==> config.mk <==
export PLATFORM = sky130hd
export DESIGN_NAME = sync_permit
export DESIGN_NICKNAME = d
export VERILOG_FILES = /design/src/shared/sync_permit_pkg.sv /design/src/hw/sync_permit.sv
export SDC_FILE = /design/constraint.sdc
export NUM_CORES = 2
export LEC_CHECK = 0
export BUFFER_PORTS_ARGS = -buffer_cell sky130_fd_sc_hd__buf_4
export CORE_ASPECT_RATIO = 0.8
export CORE_UTILIZATION = 60
export DETAILED_ROUTE_END_ITERATION = 6
export GPL_ROUTABILITY_DRIVEN = 0
export PLACE_DENSITY = 0.73
export SETUP_SLACK_MARGIN = 0.02
export SKIP_LAST_GASP = 1
export SLEW_MARGIN = 15
export SYNTH_ARGS = -nofsm -noshare
export SYNTH_HDL_FRONTEND = slang
export SYNTH_SLANG_ARGS = --single-unit
==> constraint.sdc <==
create_clock -name mclk -period 9.9 [get_ports mclk]
set_clock_uncertainty 0.1 [all_clocks]
set_input_delay 0.99 -clock mclk [delete_from_list [all_inputs] [get_ports mclk]]
set_output_delay 0.99 -clock mclk [all_outputs]
set_load 0.02 [all_outputs]
==> src/shared/sync_permit_pkg.sv <==
// Package for the synchronism close-permit block: register map, field
// positions, reset values, element hysteresis figures and timing counts.
// Assumes one 100 MHz clock and a 32-bit APB register bus.
package sync_permit_pkg;
    // ----------
    // Clock and time base
    // ----------
    localparam int CLK_FREQ_KHZ = 100000;
    localparam int TIMER_STEP_MS = 100;
    localparam int TIMER_STEP_CYCLES_DEF = TIMER_STEP_MS * CLK_FREQ_KHZ;
    localparam logic [9:0] DELAY_MAX = 10'h258;
    localparam logic [1:0] MEAS_CYCLES_MIN = 2'h3;

    // ----------
    // Element thresholds (voltage 0.1 V, angle 0.1 deg, frequency mHz)
    // ----------
    localparam logic [4:0] VMIN_PICKUP_X20 = 5'h15;
    localparam logic [4:0] VMIN_RESET_X10 = 5'h0A;
    localparam logic [15:0] ZERO_VOLT_LEVEL = 16'h0032;
    localparam logic [6:0] DIFF_PCT_SCALE = 7'h64;
    localparam logic [5:0] DIFF_PCT_HYST = 6'h05;
    localparam logic [3:0] ANGLE_SCALE = 4'hA;
    localparam logic [11:0] ANGLE_HYST = 12'h005;
    localparam logic [3:0] FREQ_SCALE = 4'hA;
    localparam logic [15:0] FREQ_HYST = 16'h0005;

    // ----------
    // Register byte offsets
    // ----------
    localparam logic [7:0] CTRL_OFS = 8'h00;
    localparam logic [7:0] VMIN_OFS = 8'h04;
    localparam logic [7:0] DIFF_OFS = 8'h08;
    localparam logic [7:0] DELAY_OFS = 8'h0C;
    localparam logic [7:0] INMAP_OFS = 8'h10;
    localparam logic [7:0] EVMASK_OFS = 8'h14;
    localparam logic [7:0] STATUS_OFS = 8'h18;
    localparam logic [7:0] TIME_OFS = 8'h1C;
    localparam logic [7:0] LOGSEL_OFS = 8'h20;
    localparam logic [7:0] LOGCODE_OFS = 8'h24;
    localparam logic [7:0] LOGTIME_OFS = 8'h28;
    localparam logic [7:0] LOGCOUNT_OFS = 8'h2C;

    // ----------
    // Fields and reset values
    // ----------
    localparam int EN_A_BIT = 0;
    localparam int EN_B_BIT = 1;
    localparam int EN_U_BIT = 2;
    localparam int EN_PH_BIT = 3;
    localparam int EN_F_BIT = 4;
    localparam logic [4:0] CTRL_RST = 5'h1F;
    localparam logic [13:0] VMIN_RST = 14'h1450;
    localparam logic [23:0] DIFF_RST = 24'h0A0A0A;
    localparam logic [9:0] DELAY_RST = 10'h00A;
    localparam logic [5:0] INMAP_RST = 6'h29;
    localparam logic [15:0] EVMASK_RST = 16'h0000;

    // Event bit positions: byte 1 of the synchronism function in [7:0],
    // byte 1 of the initialization function in [15:8].
    localparam int EV_VMIN_A = 1;
    localparam int EV_VMIN_B = 2;
    localparam int EV_PICKUP = 3;
    localparam int EV_OUTPUT = 4;
    localparam int EV_VOLT = 5;
    localparam int EV_ANGLE = 6;
    localparam int EV_FREQ = 7;
    localparam int EV_POWER_UP = 12;
    localparam int EV_SET_CHANGE = 13;
    localparam int LOG_DEPTH = 40;
    localparam logic [5:0] LOG_LAST = 6'h27;

    typedef enum logic [1:0] {
        PERMIT_IDLE = 2'b00,
        PERMIT_TIMING = 2'b01,
        PERMIT_CLOSED = 2'b11
    } permit_state_t;
endpackage

==> src/hw/sync_permit.sv <==
// Close-permit decision logic with event log and APB register file.
// Assumes measurements arrive synchronous to mclk, refreshed each cycle.
// Notes on behaviour
// Voltage present above 105 percent of setting
// Voltage element resets at 100 percent
// Never pick up for low voltage
// Zero voltage detected even when disabled
// Voltage difference within setting picks up
// Difference relative to smaller side voltage
// Difference resets above setting plus five
// Angle difference within setting picks up
// Angle resets half degree above setting
// Angle and frequency need three cycles
// Frequency strictly below setting picks up
// Frequency resets 0.005 Hz above setting
// Permit closes after full timer duration; here the first step may be short, as the step ticks run free
// Only enabled elements gate the permit
// Forty entries, oldest overwritten when full
// Each entry carries time and code
// Entries written only when breaker closes
// Masked events not recorded, bus only
// Power-up bit 4, settings bit 5
// Synchronism event bits 1 to 7
// Each signal mapped to one contact
// Open breaker and two permit blocks
// Blocks asserted before blocked signal appears; here blocks act as levels, so a later block still drops the signal
// Disabled voltage element disables difference
// Side permit active when element disabled
// Timer 0 to 60 s, 0.1 s
// Dropout clears timer, restart from zero
`timescale 1ns/1ps
`default_nettype none
module sync_permit
    import sync_permit_pkg::*;
#(
    parameter int TIMER_STEP_CYCLES = TIMER_STEP_CYCLES_DEF
) (
    input wire logic mclk,
    input wire logic rst_n,
    input wire logic ce,
    input wire logic psel,
    input wire logic penable,
    input wire logic pwrite,
    input wire logic [7:0] paddr,
    input wire logic [31:0] pwdata,
    output logic [31:0] prdata,
    output logic pready,
    output logic pslverr,
    input wire logic [15:0] voltA,
    input wire logic [15:0] voltB,
    input wire logic [11:0] angleDiff,
    input wire logic [15:0] freqDiff,
    input wire logic cycleTick,
    input wire logic contact1,
    input wire logic contact2,
    output logic permitPickup,
    output logic permitOut
);
    // ----------
    // Registers and state
    // ----------
    logic [4:0] ctrl;
    logic [13:0] vminSet;
    logic [23:0] diffSet;
    logic [9:0] delaySet;
    logic [5:0] inMap;
    logic [15:0] evMask;
    logic [31:0] timeNow;
    logic [5:0] logSel;
    logic [15:0] logCode [LOG_DEPTH];
    logic [31:0] logTime [LOG_DEPTH];
    logic [5:0] wrPtr;
    logic [5:0] logCount;
    logic [15:0] pending;
    logic [15:0] prevEv;
    logic [1:0] vPick;
    logic [1:0] vDead;
    logic pickU, pickPh, pickF;
    logic [1:0] measCount;
    logic [31:0] stepCount;
    logic [9:0] delayCount;
    logic openBreaker, openBreakerD;
    permit_state_t state;

    logic accessEdge, wrEn, mapped;
    logic [7:0] addrWord;
    logic stepTick, measValid, enU, allOk, pickupNow, breakerCloses;
    logic [15:0] evNow, evChange;
    logic [1:0] permSide;
    logic blockPickup, blockOutput;
    logic [15:0] vMin, vDiff;
    logic [23:0] diffScaled, pickLimitU, resetLimitU;
    logic [11:0] angLimit;
    logic [15:0] freqLimit;

    // ----------
    // APB slave
    // ----------
    assign accessEdge = ce & psel & penable & pready;
    assign wrEn = accessEdge & pwrite;
    assign addrWord = {paddr[7:2], 2'b00};
    assign mapped = (paddr <= LOGCOUNT_OFS) && (paddr[1:0] == 2'b00);

    // Ready is raised one edge after setup, so while ce stays high every transfer has exactly
    // one access cycle and read data is captured from a stable register.
    always_ff @(posedge mclk or negedge rst_n) begin
        if (!rst_n) begin
            pready <= 1'b0;
            pslverr <= 1'b0;
            prdata <= 32'h00000000;
        end else if (ce) begin
            pready <= psel & ~penable;
            pslverr <= psel & ~penable & ~mapped;
            if (psel && !penable && !pwrite) begin
                case (addrWord)
                    CTRL_OFS: prdata <= {27'h0000000, ctrl};
                    VMIN_OFS: prdata <= {17'h00000, vminSet[13:7], 1'b0, vminSet[6:0]};
                    DIFF_OFS: prdata <= {8'h00, diffSet};
                    DELAY_OFS: prdata <= {22'h000000, delaySet};
                    INMAP_OFS: prdata <= {26'h0000000, inMap};
                    EVMASK_OFS: prdata <= {16'h0000, evMask};
                    STATUS_OFS: prdata <= {16'h0000, evNow};
                    TIME_OFS: prdata <= timeNow;
                    LOGSEL_OFS: prdata <= {26'h0000000, logSel};
                    LOGCODE_OFS: prdata <= {16'h0000, logCode[logSel]};
                    LOGTIME_OFS: prdata <= logTime[logSel];
                    LOGCOUNT_OFS: prdata <= {26'h0000000, logCount};
                    default: prdata <= 32'h00000000;
                endcase
            end
        end
    end

    // Settings; the mask is reachable only through this bus.
    always_ff @(posedge mclk or negedge rst_n) begin
        if (!rst_n) begin
            ctrl <= CTRL_RST;
            vminSet <= VMIN_RST;
            diffSet <= DIFF_RST;
            delaySet <= DELAY_RST;
            inMap <= INMAP_RST;
            evMask <= EVMASK_RST;
            logSel <= 6'h00;
        end else if (wrEn) begin
            case (addrWord)
                CTRL_OFS: ctrl <= pwdata[4:0];
                VMIN_OFS: vminSet <= {pwdata[14:8], pwdata[6:0]};
                DIFF_OFS: diffSet <= pwdata[23:0];
                DELAY_OFS: delaySet <= (pwdata[9:0] > DELAY_MAX) ? DELAY_MAX : pwdata[9:0];
                INMAP_OFS: inMap <= pwdata[5:0];
                EVMASK_OFS: evMask <= pwdata[15:0];
                LOGSEL_OFS: logSel <= (pwdata[5:0] > LOG_LAST) ? LOG_LAST : pwdata[5:0];
                default: ;
            endcase
        end
    end

    // ----------
    // Time base and timestamp
    // ----------
    assign stepTick = (stepCount == 32'(TIMER_STEP_CYCLES - 1));

    always_ff @(posedge mclk or negedge rst_n) begin
        if (!rst_n) begin
            stepCount <= 32'h00000000;
            timeNow <= 32'h00000000;
        end else if (ce) begin
            stepCount <= stepTick ? 32'h00000000 : stepCount + 32'h00000001;
            if (wrEn && addrWord == TIME_OFS) begin
                timeNow <= pwdata;
            end else if (stepTick) begin
                timeNow <= timeNow + 32'h00000001;
            end
        end
    end

    // ----------
    // Contact input mapping
    // ----------
    // A two-bit selector per signal (0 none, 1 first, 2 second contact)
    // cannot name two contacts, so each signal has at most one source.
    function automatic logic pickContact(input logic [1:0] sel, input logic c1,
                                         input logic c2);
        return (sel == 2'h1) ? c1 : ((sel == 2'h2) ? c2 : 1'b0);
    endfunction

    always_ff @(posedge mclk or negedge rst_n) begin
        if (!rst_n) begin
            // Reset to the idle contact level so no false close follows reset.
            openBreaker <= 1'b0;
            openBreakerD <= 1'b0;
        end else if (ce) begin
            openBreaker <= pickContact(inMap[1:0], contact1, contact2);
            openBreakerD <= openBreaker;
        end
    end

    assign blockPickup = pickContact(inMap[3:2], contact1, contact2);
    assign blockOutput = pickContact(inMap[5:4], contact1, contact2);
    assign breakerCloses = openBreakerD & ~openBreaker;

    // ----------
    // Minimum voltage elements, one per side
    // ----------
    for (genvar s = 0; s < 2; s++) begin : g_side
        logic [15:0] v;
        logic [6:0] set;
        assign v = (s == 0) ? voltA : voltB;
        assign set = (s == 0) ? vminSet[6:0] : vminSet[13:7];
        always_ff @(posedge mclk or negedge rst_n) begin
            if (!rst_n) begin
                vPick[s] <= 1'b0;
                vDead[s] <= 1'b1;
            end else if (ce) begin
                // Zero detection runs regardless of the enable.
                vDead[s] <= (v < ZERO_VOLT_LEVEL);
                if (!vPick[s] && ({v, 1'b0} > 17'(set) * 17'(VMIN_PICKUP_X20))) begin
                    vPick[s] <= 1'b1;
                end else if (vPick[s] && ({1'b0, v} <= 17'(set) * 17'(VMIN_RESET_X10))) begin
                    vPick[s] <= 1'b0;
                end
            end
        end
        assign permSide[s] = vPick[s] | ~ctrl[s];
    end

    // ----------
    // Difference elements
    // ----------
    assign vMin = (voltA < voltB) ? voltA : voltB;
    assign vDiff = (voltA < voltB) ? voltB - voltA : voltA - voltB;
    // Cross-multiplied so no divider is needed: diff/min <= pct/100.
    assign diffScaled = 24'(vDiff) * 24'(DIFF_PCT_SCALE);
    assign pickLimitU = 24'(vMin) * 24'(diffSet[4:0]);
    assign resetLimitU = 24'(vMin) * 24'(6'(diffSet[4:0] + DIFF_PCT_HYST));
    assign angLimit = 12'(diffSet[13:8]) * 12'(ANGLE_SCALE);
    assign freqLimit = 16'(diffSet[23:16]) * 16'(FREQ_SCALE);
    assign measValid = (measCount == MEAS_CYCLES_MIN);
    assign enU = ctrl[EN_U_BIT] & ctrl[EN_A_BIT] & ctrl[EN_B_BIT];

    // A dead side restarts the metering count so the frequency element
    // cannot operate on a missing voltage.
    always_ff @(posedge mclk or negedge rst_n) begin
        if (!rst_n) begin
            measCount <= 2'h0;
        end else if (ce) begin
            if (vDead != 2'b00) begin
                measCount <= 2'h0;
            end else if (cycleTick && !measValid) begin
                measCount <= measCount + 2'h1;
            end
        end
    end

    always_ff @(posedge mclk or negedge rst_n) begin
        if (!rst_n) begin
            pickU <= 1'b0;
        end else if (ce) begin
            if (vMin == 16'h0000) begin
                pickU <= 1'b0;
            end else if (!pickU && diffScaled <= pickLimitU) begin
                pickU <= 1'b1;
            end else if (pickU && diffScaled > resetLimitU) begin
                pickU <= 1'b0;
            end
        end
    end

    always_ff @(posedge mclk or negedge rst_n) begin
        if (!rst_n) begin
            pickPh <= 1'b0;
        end else if (ce) begin
            if (!measValid) begin
                pickPh <= 1'b0;
            end else if (!pickPh && angleDiff <= angLimit) begin
                pickPh <= 1'b1;
            end else if (pickPh && angleDiff > angLimit + ANGLE_HYST) begin
                pickPh <= 1'b0;
            end
        end
    end

    always_ff @(posedge mclk or negedge rst_n) begin
        if (!rst_n) begin
            pickF <= 1'b0;
        end else if (ce) begin
            if (!measValid) begin
                pickF <= 1'b0;
            end else if (!pickF && freqDiff < freqLimit) begin
                pickF <= 1'b1;
            end else if (pickF && freqDiff > freqLimit + FREQ_HYST) begin
                pickF <= 1'b0;
            end
        end
    end

    // ----------
    // Close-permit timer
    // ----------
    assign allOk = (~enU | pickU) & (~ctrl[EN_PH_BIT] | pickPh)
        & (~ctrl[EN_F_BIT] | pickF) & (&permSide);
    // Blocks act only as levels here; a block raised after the permit is
    // already up still drops it, which is the safe reading.
    assign pickupNow = allOk & ~blockPickup;

    always_ff @(posedge mclk or negedge rst_n) begin
        if (!rst_n) begin
            state <= PERMIT_IDLE;
            delayCount <= 10'h000;
            permitPickup <= 1'b0;
            permitOut <= 1'b0;
        end else if (ce) begin
            permitPickup <= pickupNow;
            permitOut <= (state == PERMIT_CLOSED) & pickupNow & ~blockOutput;
            case (state)
                PERMIT_IDLE: begin
                    delayCount <= 10'h000;
                    if (pickupNow) begin
                        state <= (delaySet == 10'h000) ? PERMIT_CLOSED : PERMIT_TIMING;
                    end
                end
                PERMIT_TIMING: begin
                    if (!pickupNow) begin
                        state <= PERMIT_IDLE;
                    end else if (stepTick) begin
                        delayCount <= delayCount + 10'h001;
                        if (delayCount + 10'h001 >= delaySet) begin
                            state <= PERMIT_CLOSED;
                        end
                    end
                end
                PERMIT_CLOSED: begin
                    if (!pickupNow) begin
                        state <= PERMIT_IDLE;
                    end
                end
                default: state <= PERMIT_IDLE;
            endcase
        end
    end

    // ----------
    // Event log
    // ----------
    always_comb begin
        evNow = 16'h0000;
        evNow[EV_VMIN_A] = permSide[0];
        evNow[EV_VMIN_B] = permSide[1];
        evNow[EV_PICKUP] = permitPickup;
        evNow[EV_OUTPUT] = permitOut;
        evNow[EV_VOLT] = pickU;
        evNow[EV_ANGLE] = pickPh;
        evNow[EV_FREQ] = pickF;
    end
    assign evChange = (evNow ^ prevEv) & ~evMask;

    // Changes accumulate until the breaker closes; a change in the commit
    // cycle is kept for the next entry rather than lost.
    always_ff @(posedge mclk or negedge rst_n) begin
        if (!rst_n) begin
            prevEv <= 16'h0000;
            pending <= 16'h0000;
        end else if (ce) begin
            prevEv <= evNow;
            if (breakerCloses) begin
                pending <= evChange;
            end else begin
                pending <= pending | evChange;
            end
            if (!evMask[EV_POWER_UP] && logCount == 6'h00 && pending == 16'h0000
                && prevEv == 16'h0000) begin
                pending[EV_POWER_UP] <= 1'b1;
            end
            if (wrEn && addrWord <= INMAP_OFS && !evMask[EV_SET_CHANGE]) begin
                pending[EV_SET_CHANGE] <= 1'b1;
            end
        end
    end

    always_ff @(posedge mclk or negedge rst_n) begin
        if (!rst_n) begin
            wrPtr <= 6'h00;
            logCount <= 6'h00;
            for (int i = 0; i < LOG_DEPTH; i++) begin
                logCode[i] <= 16'h0000;
                logTime[i] <= 32'h00000000;
            end
        end else if (ce && breakerCloses && pending != 16'h0000) begin
            logCode[wrPtr] <= pending;
            logTime[wrPtr] <= timeNow;
            wrPtr <= (wrPtr == LOG_LAST) ? 6'h00 : wrPtr + 6'h01;
            if (logCount != 6'(LOG_DEPTH)) begin
                logCount <= logCount + 6'h01;
            end
        end
    end
endmodule
`default_nettype wire

==> load_flow_metrics.sql <==
INSERT INTO impl_metrics (metric_group, metric, value, unit) VALUES
('sta', 'setup-violations-final', '0', ''),
('floorplanning', 'floorplan.die.height', '365', 'µm'),
('critical_path', 'crit_path_max_incr_delay', '630', 'ps'),
('critical_path', 'cpMostUsedCell', 'sky130_fd_sc_hd__a21oi_1', ''),
('sta', 'postLayoutSetupSlackWorst', '1410', 'ps'),
('detailed_routing', 'routedLengthMet1', '119', 'mm'),
('critical_path', 'cp_data_arrival_time', '9110', 'ps'),
('power_and_ir_drop', 'swShare', '28.8', '%'),
('sta', 'slew_viol_final', '0', ''),
('floorplanning', 'die_area', '166000', 'µm²'),
('flow_run', 'max_cap_viol_count', '0', ''),
('power_and_ir_drop', 'p_comb_share', '19.7', '%'),
('synthesis', 'synth-async-reset-ratio', '100', '%'),
('detailed_routing', 'met3_length', '25.7', 'mm'),
('floorplanning', 'design.core.area', '163000', 'µm²'),
('cells_and_area', 'nets', '7772', ''),
('sta', 'time_the_final_worst_path_needs_with_i_o_delays_and_setup', '8490', 'ps'),
('power_and_ir_drop', 'proportion_of_power_drawn_by_flip_flops_and_latches', '42.5', '%'),
('detailed_routing', 'wl_per_cell', '28.6', 'µm'),
('power_and_ir_drop', 'leakage', '52.1', 'nW'),
('detailed_routing', 'drtPass1Iterations', '6', ''),
('global_route', 'groute.usage.overall', '33.0', '%'),
('floorplanning', 'initial_utilization', '60.7', '%'),
('cts', 'clk_root_buffer_cell', 'sky130_fd_sc_hd__clkbuf_16', ''),
('detailed_routing', 'drt-total-wl', '271', 'mm'),
('place', 'place_hpwl', '164', 'mm'),
('sta', 'timing_hold_violations_final', '0', ''),
('synthesis', 'ys.warnings.count', '0', ''),
('detailed_routing', 'dr.max_layer_used', 'met5', ''),
('critical_path', 'timing.critical_path.slowest_stage_cell', 'sky130_fd_sc_hd__or4b_2', ''),
('global_route', 'first_global_vias', '63600', ''),
('cts', 'clockBufferDepth', '3', ''),
('critical_path', 'crit_path_end_kind', 'register', ''),
('detailed_routing', 'detailedRoute.firstIterationViolations', '6119', ''),
('global_route', 'grt_antenna_before_repair', '11', ''),
('place', 'postPlaceCellArea', '102000', 'µm²'),
('global_route', 'grt_max_degree', '189', ''),
('power_and_ir_drop', 'switching_power', '5.40', 'mW'),
('sta', 'timing.final.crit_share', '85.7', '%'),
('floorplanning', 'fp-row-count', '132', ''),
('synthesis', 'yosysSeqAreaShare', '47.5', '%'),
('cells_and_area', 'drive_above_1_share', '39.4', '%'),
('synthesis', 'synth_ff_type', 'sky130_fd_sc_hd__dfrtp_1', ''),
('global_route', 'overflow', '0', ''),
('synthesis', 'netlist-cell-type-count', '82', ''),
('critical_path', 'worstSetupPathType', 'input pin to register', ''),
('cells_and_area', 'area_growth', '9.19', '%'),
('power_and_ir_drop', 'vdd.ir_drop.worst', '0.245', 'mV'),
('power_and_ir_drop', 'p_per_area', '174', 'nW/µm²'),
('place', 'dpl_worst_slack', '770', 'ps'),
('sta', 'achievable-frequency', '118', 'MHz'),
('global_route', 'wire_length_of_the_first_global_routing_pass', '409', 'mm'),
('hold_path', 'timing.hold.worst.class', 'input pin to register', ''),
('sta', 'rsz_0062_raised_after_global_routing', 'false', ''),
('cts', 'cts_made_buffers', '179', ''),
('critical_path', 'worst_ep_required_time', '10520', 'ps'),
('synthesis', 'netlist_area', '98700', 'µm²'),
('sta', 'setup_total_negative_slack', '0', 'ps'),
('critical_path', 'worstSetupStartpointType', 'input pin', ''),
('power_and_ir_drop', 'power.share.clock', '37.8', '%'),
('floorplanning', 'dieWidth', '456', 'µm'),
('detailed_routing', 'detailed_route_drc_error_count', '0', ''),
('outcome', 'outcome', 'completed', ''),
('cells_and_area', 'instances_no_fill', '9480', ''),
('cts', 'cts_max_level', '4', ''),
('cells_and_area', 'final_area', '108000', 'µm²'),
('detailed_routing', 'route.antenna.remaining_nets', '0', ''),
('detailed_routing', 'vias', '62600', ''),
('cts', 'clock_tree_from_tritoncts', 'yes', ''),
('cts', 'path_clk_slew', '80', 'ps'),
('detailed_routing', 'routed_wl_met2', '119', 'mm');
[kinds of logic (layout without fill, tap and decap cells)]
kind of cell	Yosys count	after routing	synth area share, %
muxes	2242	2242	31.1
DFF	1872	1872	47.5
and+or+nand+nor	927	927	4.63
buffers and inverters	910	937	3.66
AOI/OAI and AO/OA	687	687	4.41
adders and majority gates	478	478	7.02
xor gates and xnor gates	187	187	1.66
other	1	6	0.00380
[worst paths after layout]
| kind | startpoint | end | slack (ps) | cells past startpoint |
|---|---|---|---|---|
| worst min-delay path | pwdata[20] | diffSet[20] | 310 | 2 |
| max in group asynchronous | rst_n | logTime[354] | 6430 | 4 |
| worst max-delay path | voltA[12] | pickU | 1410 | 29 |
| worst min register to register | logTime[58] | logTime[58] | 380 | 2 |
| worst max register to register | diffSet[1] | pickU | 2440 | 25 |
| min in group asynchronous | rst_n | pickU | 550 | 2 |
[stage by stage]
step | hold WS, ps | utilization (%)
finish | 313 | 66.3
floorplan | 345 | -
global placement | 357 | 62.5
detailed placement | 366 | 62.5
global route | 283 | 66.3
CTS | 67.2 | 66.2
[flip-flops by register name (all words and copies together) (netlist names), 7 cells and up]
register    flops
logTime      1280
logCode       360
prdata         32
stepCount      32
timeNow        32
diffSet        24
evMask         16
vminSet        14
delayCount     10
delaySet       10
pending         9
prevEv          7
[critical path, delay by kind of cell]
kind / cells / cell delay [ps]
fa+ha+maj: 6 / 2570
simple gates: 9 / 2360
compound gates: 8 / 1840
buf+inv: 5 / 920
xor+xnor: 1 / 410
[cells in the final DEF, fill, tap and decap left out, drive strengths merged, types with 107 or more instances in the layout]
cell / instances
xnor2: 107
nand2: 239
clkbuf: 275
nor2: 255
dfrtp: 1850
mux4: 492
buf: 283
fa: 126
mux2: 1710
ha: 352
o21ai: 176
inv: 329
a21oi: 196
[power groups by stage]
stage               logic, mW  registers (mW)  clock network (mW)
global route             4.13            8.01                7.47
floorplan                2.49            8.09                   0
finish                   3.70            7.99                7.10
global placement         3.50            8.12                   0
CTS                      3.65            7.99                7.17
detailed placement       3.63            8.13                   0
[per-layer routing]
metal	vias to the layer above	GRT usage [%]
li1	26200	-
met5	-	0
met2	2541	48.4
met1	33300	48.8
met3	510	8.53
met4	8	9.17
[cell type report]
cell class,instances,area [µm²]
Sequential cell,1872,46900
Antenna cell,4,10.0
Clock buffer,275,5430
Tap cell,2144,2680
Inverter,325,1220
Clock inverter,53,636
Multi-Input combinational cell,4523,48600
Fill cell,11600,54900
Timing Repair Buffer,284,2330
[repair_timing]
action | CTS | global route
hold buffers | 0 | 1
buffers inserted | 0 | 0
setup endpoints to repair | 0 | 0
gates resized for setup | 0 | 0
hold endpoints to repair | 0 | 1
[cell usage after synthesis (16+ instances only)]
cell | n | area share (%)
sky130_fd_sc_hd__nand4_1 | 40 | 0.25
sky130_fd_sc_hd__a21o_1 | 28 | 0.21
sky130_fd_sc_hd__xor2_1 | 80 | 0.71
sky130_fd_sc_hd__a31oi_1 | 16 | 0.10
sky130_fd_sc_hd__a21oi_1 | 195 | 0.99
sky130_fd_sc_hd__xnor2_1 | 107 | 0.95
sky130_fd_sc_hd__nor2b_1 | 99 | 0.63
sky130_fd_sc_hd__mux2_2 | 1710 | 20
sky130_fd_sc_hd__o21a_1 | 35 | 0.27
sky130_fd_sc_hd__ha_1 | 352 | 4.5
sky130_fd_sc_hd__a221oi_1 | 19 | 0.17
sky130_fd_sc_hd__buf_1 | 120 | 0.46
sky130_fd_sc_hd__dfstp_2 | 22 | 0.59
sky130_fd_sc_hd__nor2_1 | 255 | 0.97
sky130_fd_sc_hd__inv_1 | 324 | 1.2
sky130_fd_sc_hd__nand2_1 | 239 | 0.91
sky130_fd_sc_hd__clkbuf_1 | 344 | 1.3
sky130_fd_sc_hd__and3_1 | 23 | 0.15
sky130_fd_sc_hd__mux4_2 | 492 | 11
sky130_fd_sc_hd__nor3_1 | 42 | 0.21
sky130_fd_sc_hd__mux2i_1 | 40 | 0.41
sky130_fd_sc_hd__buf_2 | 103 | 0.52
sky130_fd_sc_hd__nand3_1 | 71 | 0.36
sky130_fd_sc_hd__fa_1 | 126 | 2.6
sky130_fd_sc_hd__buf_4 | 16 | 0.12
sky130_fd_sc_hd__o21ai_0 | 175 | 0.89
sky130_fd_sc_hd__dfrtp_1 | 1850 | 47
sky130_fd_sc_hd__o22ai_1 | 28 | 0.18
sky130_fd_sc_hd__nand2b_1 | 47 | 0.30
sky130_fd_sc_hd__a22oi_1 | 48 | 0.37
(Power assumes the default switching activity.)
